===== config.mk =====
export PLATFORM = sky130hd
export DESIGN_NAME = evc_event_counter
export DESIGN_NICKNAME = d
export VERILOG_FILES = /design/src/hdl/evc_pkg.sv /design/src/hdl/evc_event_counter.sv
export VERILOG_INCLUDE_DIRS = /design/src /design/src/hdl
export SDC_FILE = /design/constraint.sdc
export NUM_CORES = 1
export LEC_CHECK = 0
export BUFFER_PORTS_ARGS = -buffer_cell sky130_fd_sc_hd__buf_2
export CAP_MARGIN = 5
export CORE_ASPECT_RATIO = 2
export CORE_MARGIN = 10
export CORE_UTILIZATION = 45
export CTS_BUF_LIST = sky130_fd_sc_hd__clkbuf_4
export DETAILED_ROUTE_END_ITERATION = 8
export GPL_ROUTABILITY_DRIVEN = 0
export PLACE_DENSITY = 0.71
export SLEW_MARGIN = 30
export SYNTH_ARGS = -nofsm -noshare
export SYNTH_HDL_FRONTEND = slang
export SYNTH_SLANG_ARGS = --single-unit

===== constraint.sdc =====
create_clock -name ref_clk -period 2.53 [get_ports ref_clk]
set_input_delay 0.1265 -clock ref_clk [delete_from_list [all_inputs] [get_ports ref_clk]]
set_output_delay 0.1265 -clock ref_clk [all_outputs]
set_load 0.02 [all_outputs]

===== src/hdl/evc_defines.svh =====
`ifndef EVC_DEFINES_SVH
`define EVC_DEFINES_SVH
// ==========================================================================
// Register indices; the byte address is four times the index.
`define EVC_IDX_EDGE_SEL 16'hFF92
`define EVC_IDX_CLK_CTRL 16'hFF94
`define EVC_IDX_CTRL_STAT 16'hFF95
`define EVC_IDX_COUNT_HIGH 16'hFF96
`define EVC_IDX_COUNT_LOW 16'hFF97
`define EVC_IDX_PORT_DRIVE 16'hFF98
`define EVC_IDX_PIN_FUNC 16'hFFCA
`define EVC_IDX_IRQ_ENABLE 16'hFFF4
`define EVC_IDX_IRQ_REQUEST 16'hFFF7
// ==========================================================================
// Field positions.
`define EVC_LOW_EDGE_MSB 5
`define EVC_LOW_EDGE_LSB 4
`define EVC_HIGH_EDGE_MSB 7
`define EVC_HIGH_EDGE_LSB 6
`define EVC_LOW_CLK_MSB 5
`define EVC_LOW_CLK_LSB 4
`define EVC_PIN_FUNC_BIT 7
`define EVC_IRQ_BIT 0
`define EVC_DRIVE_LEVEL_BIT 0
`define EVC_DRIVE_EN_BIT 1
`define EVC_DRIVE_PIN_BIT 2
// ==========================================================================
// Reset values and codes.
`define EVC_REG_RESET 8'h00
`define EVC_COUNT_RESET 8'h00
`define EVC_COUNT_FULL 8'hFF
`define EVC_EDGE_FALL 2'h0
`define EVC_EDGE_RISE 2'h1
`define EVC_CLK_FROM_PIN 2'h0
`define EVC_RESP_OKAY 2'h0
`define EVC_RESP_SLVERR 2'h2
`endif


===== src/hdl/evc_pkg.sv =====
// ==========================================================================
// Types shared by the event counter.
package evc_pkg;
  typedef struct packed {
    logic highOverflow;
    logic lowOverflow;
    logic reserved5;
    logic channelSplit;
    logic highCountUpEnable;
    logic lowCountUpEnable;
    logic highResetRelease;
    logic lowResetRelease;
  } evc_ctrl_stat_t;
endpackage : evc_pkg


===== src/hdl/evc_event_counter.sv =====
// Added by the designer: the AXI4-Lite register port.
`timescale 1ns/100ps
`include "evc_defines.svh"
// Behaviour
// - Edge code 00 counts falling low-pin edges.
// - Clock code 00 takes low pin clock.
// - Bit 7 flags high counter overflow.
// - Bit 6 flags low counter overflow when split.
// - Bit 4 joins or splits the counters.
// - Bit 3 gates high counter clock.
// - Bit 2 gates low counter clock.
// - Bit 1 low holds high counter reset.
// - Bit 0 low holds low counter reset.
// - High count readable, upper byte when joined.
// - Low count readable, lower byte when joined.
// - Overflow sets the interrupt request flag.
// - Enable bit gates request onto interrupt.
// - Function bit routes shared pin to counter.
// - Joined overflow flags, wraps both to zero.
// - Request flag sticks; software writes zero.
// - High clock: own pin or low overflow.
module evc_event_counter (
  input wire logic ref_clk,
  input wire logic nrst,
  input wire logic [17:0] s_axi_awaddr,
  input wire logic s_axi_awvalid,
  output logic s_axi_awready,
  input wire logic [31:0] s_axi_wdata,
  input wire logic [3:0] s_axi_wstrb,
  input wire logic s_axi_wvalid,
  output logic s_axi_wready,
  output logic [1:0] s_axi_bresp,
  output logic s_axi_bvalid,
  input wire logic s_axi_bready,
  input wire logic [17:0] s_axi_araddr,
  input wire logic s_axi_arvalid,
  output logic s_axi_arready,
  output logic [31:0] s_axi_rdata,
  output logic [1:0] s_axi_rresp,
  output logic s_axi_rvalid,
  input wire logic s_axi_rready,
  input wire logic highEventPin,
  input wire logic sharedPortPinIn,
  output logic sharedPortPinOut,
  output logic sharedPortPinOe,
  output logic irq
);
  // ==========================================================================
  // Registers.
  evc_pkg::evc_ctrl_stat_t ctrl_reg;
  logic [7:0] edgeSel_reg;
  logic [7:0] clkCtrl_reg;
  logic [7:0] pinFunc_reg;
  logic [7:0] irqEnable_reg;
  logic irqRequest_reg;
  logic [1:0] portDrive_reg;
  logic [7:0] highCount_reg;
  logic [7:0] lowCount_reg;
  logic lowSync1_reg, lowSync2_reg, lowPrev_reg;
  logic highSync1_reg, highSync2_reg, highPrev_reg;
  logic pinSync1_reg, pinSync2_reg;
  logic awHeld_reg, wHeld_reg;
  logic [15:0] awIndex_reg;
  logic [7:0] wData_reg;
  logic wLane0_reg;
  logic [1:0] bresp_reg;
  logic bvalid_reg;
  logic [31:0] rdata_reg;
  logic [1:0] rresp_reg;
  logic rvalid_reg;

  // ==========================================================================
  // Pin synchronisers and edge detection.
  // Counting on ref_clk keeps every count and flag in one domain, so reads
  // are always coherent; the price is a pin rate limited to below half of ref_clk.
  always_ff @(posedge ref_clk or negedge nrst) begin
    if (!nrst) begin
      lowSync1_reg <= 1'b1;
      lowSync2_reg <= 1'b1;
      lowPrev_reg <= 1'b1;
      highSync1_reg <= 1'b1;
      highSync2_reg <= 1'b1;
      highPrev_reg <= 1'b1;
      pinSync1_reg <= 1'b0;
      pinSync2_reg <= 1'b0;
    end else begin
      lowSync1_reg <= sharedPortPinIn;
      lowSync2_reg <= lowSync1_reg;
      lowPrev_reg <= lowSync2_reg;
      highSync1_reg <= highEventPin;
      highSync2_reg <= highSync1_reg;
      highPrev_reg <= highSync2_reg;
      pinSync1_reg <= sharedPortPinIn;
      pinSync2_reg <= pinSync1_reg;
    end
  end

  function automatic logic edgeHit(input logic [1:0] sel, input logic cur, input logic prev);
    logic hit;
    hit = 1'b0;
    case (sel)
      `EVC_EDGE_FALL: hit = prev && !cur;
      `EVC_EDGE_RISE: hit = !prev && cur;
      default: hit = prev ^ cur;
    endcase
    return hit;
  endfunction : edgeHit

  logic pinIsEvent;
  logic lowEdge, highEdge, lowTick, lowOverflow, highSource, highTick, highOverflow;
  assign pinIsEvent = pinFunc_reg[`EVC_PIN_FUNC_BIT];
  assign lowEdge = pinIsEvent && (clkCtrl_reg[`EVC_LOW_CLK_MSB:`EVC_LOW_CLK_LSB] == `EVC_CLK_FROM_PIN)
    && edgeHit(edgeSel_reg[`EVC_LOW_EDGE_MSB:`EVC_LOW_EDGE_LSB], lowSync2_reg, lowPrev_reg);
  assign lowTick = lowEdge && ctrl_reg.lowCountUpEnable && ctrl_reg.lowResetRelease;
  assign lowOverflow = lowTick && (lowCount_reg == `EVC_COUNT_FULL);
  assign highEdge = edgeHit(edgeSel_reg[`EVC_HIGH_EDGE_MSB:`EVC_HIGH_EDGE_LSB], highSync2_reg, highPrev_reg);
  assign highSource = ctrl_reg.channelSplit ? highEdge : lowOverflow;
  assign highTick = highSource && ctrl_reg.highCountUpEnable && ctrl_reg.highResetRelease;
  assign highOverflow = highTick && (highCount_reg == `EVC_COUNT_FULL);

  // ==========================================================================
  // Counters.
  always_ff @(posedge ref_clk or negedge nrst) begin
    if (!nrst) begin
      lowCount_reg <= `EVC_COUNT_RESET;
    end else if (!ctrl_reg.lowResetRelease) begin
      lowCount_reg <= `EVC_COUNT_RESET;
    end else if (lowTick) begin
      lowCount_reg <= lowCount_reg + 8'h01;
    end
  end

  always_ff @(posedge ref_clk or negedge nrst) begin
    if (!nrst) begin
      highCount_reg <= `EVC_COUNT_RESET;
    end else if (!ctrl_reg.highResetRelease) begin
      highCount_reg <= `EVC_COUNT_RESET;
    end else if (highTick) begin
      highCount_reg <= highCount_reg + 8'h01;
    end
  end

  // ==========================================================================
  // Register bus, write side. Address and data are taken in either order.
  logic doWrite, wrLane;
  assign s_axi_awready = !awHeld_reg && !bvalid_reg;
  assign s_axi_wready = !wHeld_reg && !bvalid_reg;
  assign doWrite = awHeld_reg && wHeld_reg && !bvalid_reg;
  assign wrLane = doWrite && wLane0_reg;

  function automatic logic mapped(input logic [15:0] idx);
    logic hit;
    hit = 1'b0;
    case (idx)
      `EVC_IDX_EDGE_SEL, `EVC_IDX_CLK_CTRL, `EVC_IDX_CTRL_STAT, `EVC_IDX_COUNT_HIGH,
      `EVC_IDX_COUNT_LOW, `EVC_IDX_PORT_DRIVE, `EVC_IDX_PIN_FUNC, `EVC_IDX_IRQ_ENABLE,
      `EVC_IDX_IRQ_REQUEST: hit = 1'b1;
      default: hit = 1'b0;
    endcase
    return hit;
  endfunction : mapped

  always_ff @(posedge ref_clk or negedge nrst) begin
    if (!nrst) begin
      awHeld_reg <= 1'b0;
      wHeld_reg <= 1'b0;
      awIndex_reg <= 16'h0000;
      wData_reg <= 8'h00;
      wLane0_reg <= 1'b0;
      bvalid_reg <= 1'b0;
      bresp_reg <= `EVC_RESP_OKAY;
    end else begin
      if (s_axi_awvalid && s_axi_awready) begin
        awHeld_reg <= 1'b1;
        awIndex_reg <= s_axi_awaddr[17:2];
      end
      if (s_axi_wvalid && s_axi_wready) begin
        wHeld_reg <= 1'b1;
        wData_reg <= s_axi_wdata[7:0];
        wLane0_reg <= s_axi_wstrb[0];
      end
      if (doWrite) begin
        awHeld_reg <= 1'b0;
        wHeld_reg <= 1'b0;
        bvalid_reg <= 1'b1;
        bresp_reg <= mapped(awIndex_reg) ? `EVC_RESP_OKAY : `EVC_RESP_SLVERR;
      end else if (s_axi_bready) begin
        bvalid_reg <= 1'b0;
      end
    end
  end
  assign s_axi_bvalid = bvalid_reg;
  assign s_axi_bresp = bresp_reg;

  // ==========================================================================
  // Software registers.
  always_ff @(posedge ref_clk or negedge nrst) begin
    if (!nrst) begin
      edgeSel_reg <= `EVC_REG_RESET;
      clkCtrl_reg <= `EVC_REG_RESET;
      pinFunc_reg <= `EVC_REG_RESET;
      irqEnable_reg <= `EVC_REG_RESET;
      portDrive_reg <= 2'h0;
    end else if (wrLane) begin
      case (awIndex_reg)
        `EVC_IDX_EDGE_SEL: edgeSel_reg <= wData_reg;
        `EVC_IDX_CLK_CTRL: clkCtrl_reg <= wData_reg;
        `EVC_IDX_PIN_FUNC: pinFunc_reg <= wData_reg;
        `EVC_IDX_IRQ_ENABLE: irqEnable_reg <= wData_reg;
        `EVC_IDX_PORT_DRIVE: portDrive_reg <= wData_reg[1:0];
        default: ;
      endcase
    end
  end

  // Flags clear on a written zero; a same-cycle overflow still sets them.
  logic wrCtrl, wrIrq;
  assign wrCtrl = wrLane && (awIndex_reg == `EVC_IDX_CTRL_STAT);
  assign wrIrq = wrLane && (awIndex_reg == `EVC_IDX_IRQ_REQUEST);

  always_ff @(posedge ref_clk or negedge nrst) begin
    if (!nrst) begin
      ctrl_reg <= evc_pkg::evc_ctrl_stat_t'(`EVC_REG_RESET);
    end else begin
      if (wrCtrl) begin
        ctrl_reg.channelSplit <= wData_reg[4];
        ctrl_reg.highCountUpEnable <= wData_reg[3];
        ctrl_reg.lowCountUpEnable <= wData_reg[2];
        ctrl_reg.highResetRelease <= wData_reg[1];
        ctrl_reg.lowResetRelease <= wData_reg[0];
      end
      ctrl_reg.highOverflow <= highOverflow || (ctrl_reg.highOverflow && !(wrCtrl && !wData_reg[7]));
      ctrl_reg.lowOverflow <= (lowOverflow && ctrl_reg.channelSplit)
        || (ctrl_reg.lowOverflow && !(wrCtrl && !wData_reg[6]));
    end
  end

  // ==========================================================================
  // Interrupt.
  always_ff @(posedge ref_clk or negedge nrst) begin
    if (!nrst) begin
      irqRequest_reg <= 1'b0;
    end else begin
      irqRequest_reg <= highOverflow || (lowOverflow && ctrl_reg.channelSplit)
        || (irqRequest_reg && !(wrIrq && !wData_reg[`EVC_IRQ_BIT]));
    end
  end
  assign irq = irqRequest_reg && irqEnable_reg[`EVC_IRQ_BIT];

  // ==========================================================================
  // Shared pin as a plain port when not routed to the counter.
  assign sharedPortPinOut = portDrive_reg[`EVC_DRIVE_LEVEL_BIT];
  assign sharedPortPinOe = !pinIsEvent && portDrive_reg[`EVC_DRIVE_EN_BIT];

  // ==========================================================================
  // Register bus, read side.
  logic [7:0] readByte;
  always_comb begin
    readByte = 8'h00;
    case (s_axi_araddr[17:2])
      `EVC_IDX_EDGE_SEL: readByte = edgeSel_reg;
      `EVC_IDX_CLK_CTRL: readByte = clkCtrl_reg;
      `EVC_IDX_CTRL_STAT: readByte = {ctrl_reg.highOverflow, ctrl_reg.lowOverflow, 1'b0, ctrl_reg[4:0]};
      `EVC_IDX_COUNT_HIGH: readByte = highCount_reg;
      `EVC_IDX_COUNT_LOW: readByte = lowCount_reg;
      `EVC_IDX_PORT_DRIVE: readByte = {5'h00, pinSync2_reg, portDrive_reg};
      `EVC_IDX_PIN_FUNC: readByte = pinFunc_reg;
      `EVC_IDX_IRQ_ENABLE: readByte = irqEnable_reg;
      `EVC_IDX_IRQ_REQUEST: readByte = {7'h00, irqRequest_reg};
      default: readByte = 8'h00;
    endcase
  end

  assign s_axi_arready = !rvalid_reg;
  always_ff @(posedge ref_clk or negedge nrst) begin
    if (!nrst) begin
      rvalid_reg <= 1'b0;
      rdata_reg <= 32'h00000000;
      rresp_reg <= `EVC_RESP_OKAY;
    end else if (s_axi_arvalid && s_axi_arready) begin
      rvalid_reg <= 1'b1;
      rdata_reg <= {24'h000000, readByte};
      rresp_reg <= mapped(s_axi_araddr[17:2]) ? `EVC_RESP_OKAY : `EVC_RESP_SLVERR;
    end else if (s_axi_rready) begin
      rvalid_reg <= 1'b0;
    end
  end
  assign s_axi_rvalid = rvalid_reg;
  assign s_axi_rdata = rdata_reg;
  assign s_axi_rresp = rresp_reg;
endmodule : evc_event_counter


==> impl_metrics.py <==
metrics = {
    "detailed_routing": {
        "vias_per_cell": 5.628,
        "drt_first_pass_iters": 6,
        "drc_errors": 0,
        "drt_iter0_drc": 234,
        "avgRoutedWirePerCell_um": 19.36,
        "finalWirelength_mm": 14.00,
        "ant_nets": 0,
        "vias": 4069,
    },
    "clock_network": {
        "clk_latency_ns": 0.46,
        "clock_path_buffers": 2,
        "clock-sinks": 105,
        "cts_resized": 0,
        "clk_pin_slew_ns": 0.17,
        "hold_buffers": 32,
        "cts_tree": "done",
        "htree_levels": 3,
        "numCtsBuffers": 9,
        "root_buffer": "clkbuf_4",
        "post_cts_buffers": 0,
    },
    "yosys": {
        "syn_inst": 469,
        "synth_seq_cells": 105,
        "synth_seq_area_share_pct": 48.41,
        "synth_enable_flop_cells": 0,
        "yosysWarnings": 0,
        "yosys_most_used_dff": "dfrtp_1",
        "synth_cell_types": 65,
        "netlist_area_mm2": 0.005443,
        "avgSynthCellArea_um2": 11.60,
        "synth-async-reset-ratio_pct": 100.0,
    },
    "floorplanning": {
        "core_mm2": 0.01177,
        "core.rowCount": 56,
        "start_util_pct": 46.24,
        "fp.dieH_um": 175.5,
        "ios": 125,
        "die_w_um": 97.77,
        "die_area_mm2": 0.01716,
    },
    "final_layout": {
        "utilization_pct": 53.76,
        "fin_cells": 723,
        "post-route-cell-area_mm2": 0.006329,
        "layout.nets": 658,
        "syn_to_final_growth_pct": 16.28,
        "layout-drive-gt1-share_pct": 30.56,
        "largest_reg_flops": 16,
    },
    "global_route": {
        "antenna_found_initial": 1,
        "track_usage_pct": 15.93,
        "grt_pass1_vias": 4333,
        "grt_max_degree": 57,
        "gr-total-overflow": 0,
        "grt_pass1_wl_mm": 22.04,
    },
    "timing": {
        "tightestPinTransition_ns": 0.8281,
        "min_period_ns": 2.264,
        "setup_viol": 0,
        "fin_skew_ns": 0.02676,
        "maxSlewViolCount": 0,
        "max_clock_freq_mhz": 441.6,
        "final_hold_viol_count": 0,
        "rsz0062_at_grt": "false",
        "fin_crit_sh_pct": 89.50,
        "tns_ns": 0,
        "slew_headroom_pct": 44.29,
    },
    "hold_path": {
        "holdCritPathClass": "in -> reg",
    },
    "worst_setup_path": {
        "crit_type": "reg -> reg",
        "startpoint_type": "flop",
        "arrival_ns": 2.63,
        "cpPeakStageDelay_ns": 0.57,
        "slowest_stage": "dfstp_2",
        "crit_required_ns": 2.90,
        "end_kind": "flop",
        "path_buf_inv": 1,
        "crit_chain": "inv_1 > ha_1 > nand2_1 > o211ai_2 > o31ai_4 > nand3_1 > mux2_2",
        "crit_fanout": 10,
        "cpLargestDelayFamily": "compound AO/OA/AOI/OAI gates",
    },
    "outcome": {
        "status": "completed",
    },
    "power": {
        "power.leakage_uw": 0.002920,
        "power_density_mw_per_mm2": 617.0,
        "power_uw": 3905,
        "ir_worst_vdd_uv": 618.4,
    },
    "placement": {
        "dp_hpwl_mm": 10.83,
        "dp.cells": 673,
        "portBuffers": 67,
        "post_dp_cell_area_mm2": 0.005862,
    },
    "flow_run": {
        "cap_violations": 0,
    },
}
tightest hold or removal path, delay by kind of cell:
kind / cells / cell delay, ns
buffers and inverters: 2 / 0.29
and+or+nand+nor: 1 / 0.08
AOI/OAI and AO/OA: 1 / 0.09
cells by family (layout without fill, tap and decap cells):
group	after synthesis	count (layout)	synth area share, %
and+or+nand+nor	152	152	16.97
DFF	105	105	48.41
muxes	76	76	16.41
AOI/OAI and AO/OA	64	64	9.242
buffers and inverters	56	138	6.069
xor gates and xnor gates	9	9	1.448
adders and majority gates	6	6	1.379
other	1	28	0.06890
metal layers:
layer | GRT usage, % | share of wire, % | vias up
met5 | 0 | 0 | -
met1 | 14.70 | 35 | 2008
met3 | 3.656 | 5.5 | 37
li1 | - | - | 1881
met4 | 9.988 | 4.6 | 0
met2 | 30.20 | 55 | 143
report_power, final:
part           internal, uW  switching [uW]  leakage [uW]
combinational           412             408       0.00148
sequential             1930             284       0.00137
clock                   317             557     0.0000711
synthesized netlist by cell type (6+ instances only):
cell type | number | area [um^2]
inv_1 | 13 | 48.80
nand2b_1 | 7 | 43.79
and3_1 | 8 | 50.05
nor3_1 | 6 | 30.03
mux2_2 | 50 | 563.0
dfrtp_1 | 99 | 2477
nand4_1 | 11 | 68.82
buf_4 | 27 | 202.7
o21ai_0 | 12 | 60.06
nand3_1 | 10 | 50.05
ha_1 | 6 | 75.07
mux2_4 | 13 | 195.2
nand2_1 | 38 | 142.6
and2_1 | 14 | 87.58
a21oi_1 | 7 | 35.03
nor2_1 | 14 | 52.55
clkbuf_1 | 11 | 41.29
dfstp_2 | 6 | 157.7
mux2i_1 | 9 | 90.09
through the flow:
stage | hold slack (ns) | setup WS [ns]
detailed placement | 0.1864 | 0.2763
finish | 0.1516 | 0.2656
CTS | 0.1422 | 0.2608
global placement | 0.1738 | 0.3332
floorplan | -0.1691 | 0.4187
global route | 0.1441 | 0.1431
final cells by class:
class | count | area [um^2]
Multi-Input combinational cell | 333 | 2571
Sequential cell | 105 | 2635
Antenna cell | 2 | 5.005
Inverter | 13 | 48.80
Timing Repair Buffer | 109 | 745.7
Clock buffer | 10 | 75.07
Tap cell | 145 | 181.4
Clock inverter | 6 | 66.31
Fill cell | 1050 | 5443
layout by cell type (no fill, tap or decap), drive strengths merged, types with 5 or more instances in the layout:
cell and count:
conb 26, nand2b 7, nor3 7, dfstp 6, nand3 10, a22o 5, nor2 14, a31oi 5
and4 5, inv 15, dlygate4sd3 32, ha 6, xor2 5, nand2 38, buf 77, dfrtp 99
clkbuf 10, and2 14, mux2 67, and3 8, a22oi 9, nand4 11, a21oi 7, mux2i 9
o21ai 12, nor2b 5
final timing paths:
kind | start | end | slack, ns | cells after the start
worst max register to register | lowSync2_reg | highCount_reg[7] | 0.27 | 7
max in group asynchronous | nrst | highSync2_reg | 1.57 | 3
worst min-delay path | s_axi_arvalid | s_axi_rvalid | 0.15 | 4
worst max-delay path | lowSync2_reg | highCount_reg[7] | 0.27 | 7
min in group asynchronous | nrst | awIndex_reg[13] | 0.21 | 2
worst min register to register | highSync1_reg | highSync2_reg | 0.37 | 0
No activity file was read; power rests on OpenSTA's default activity.
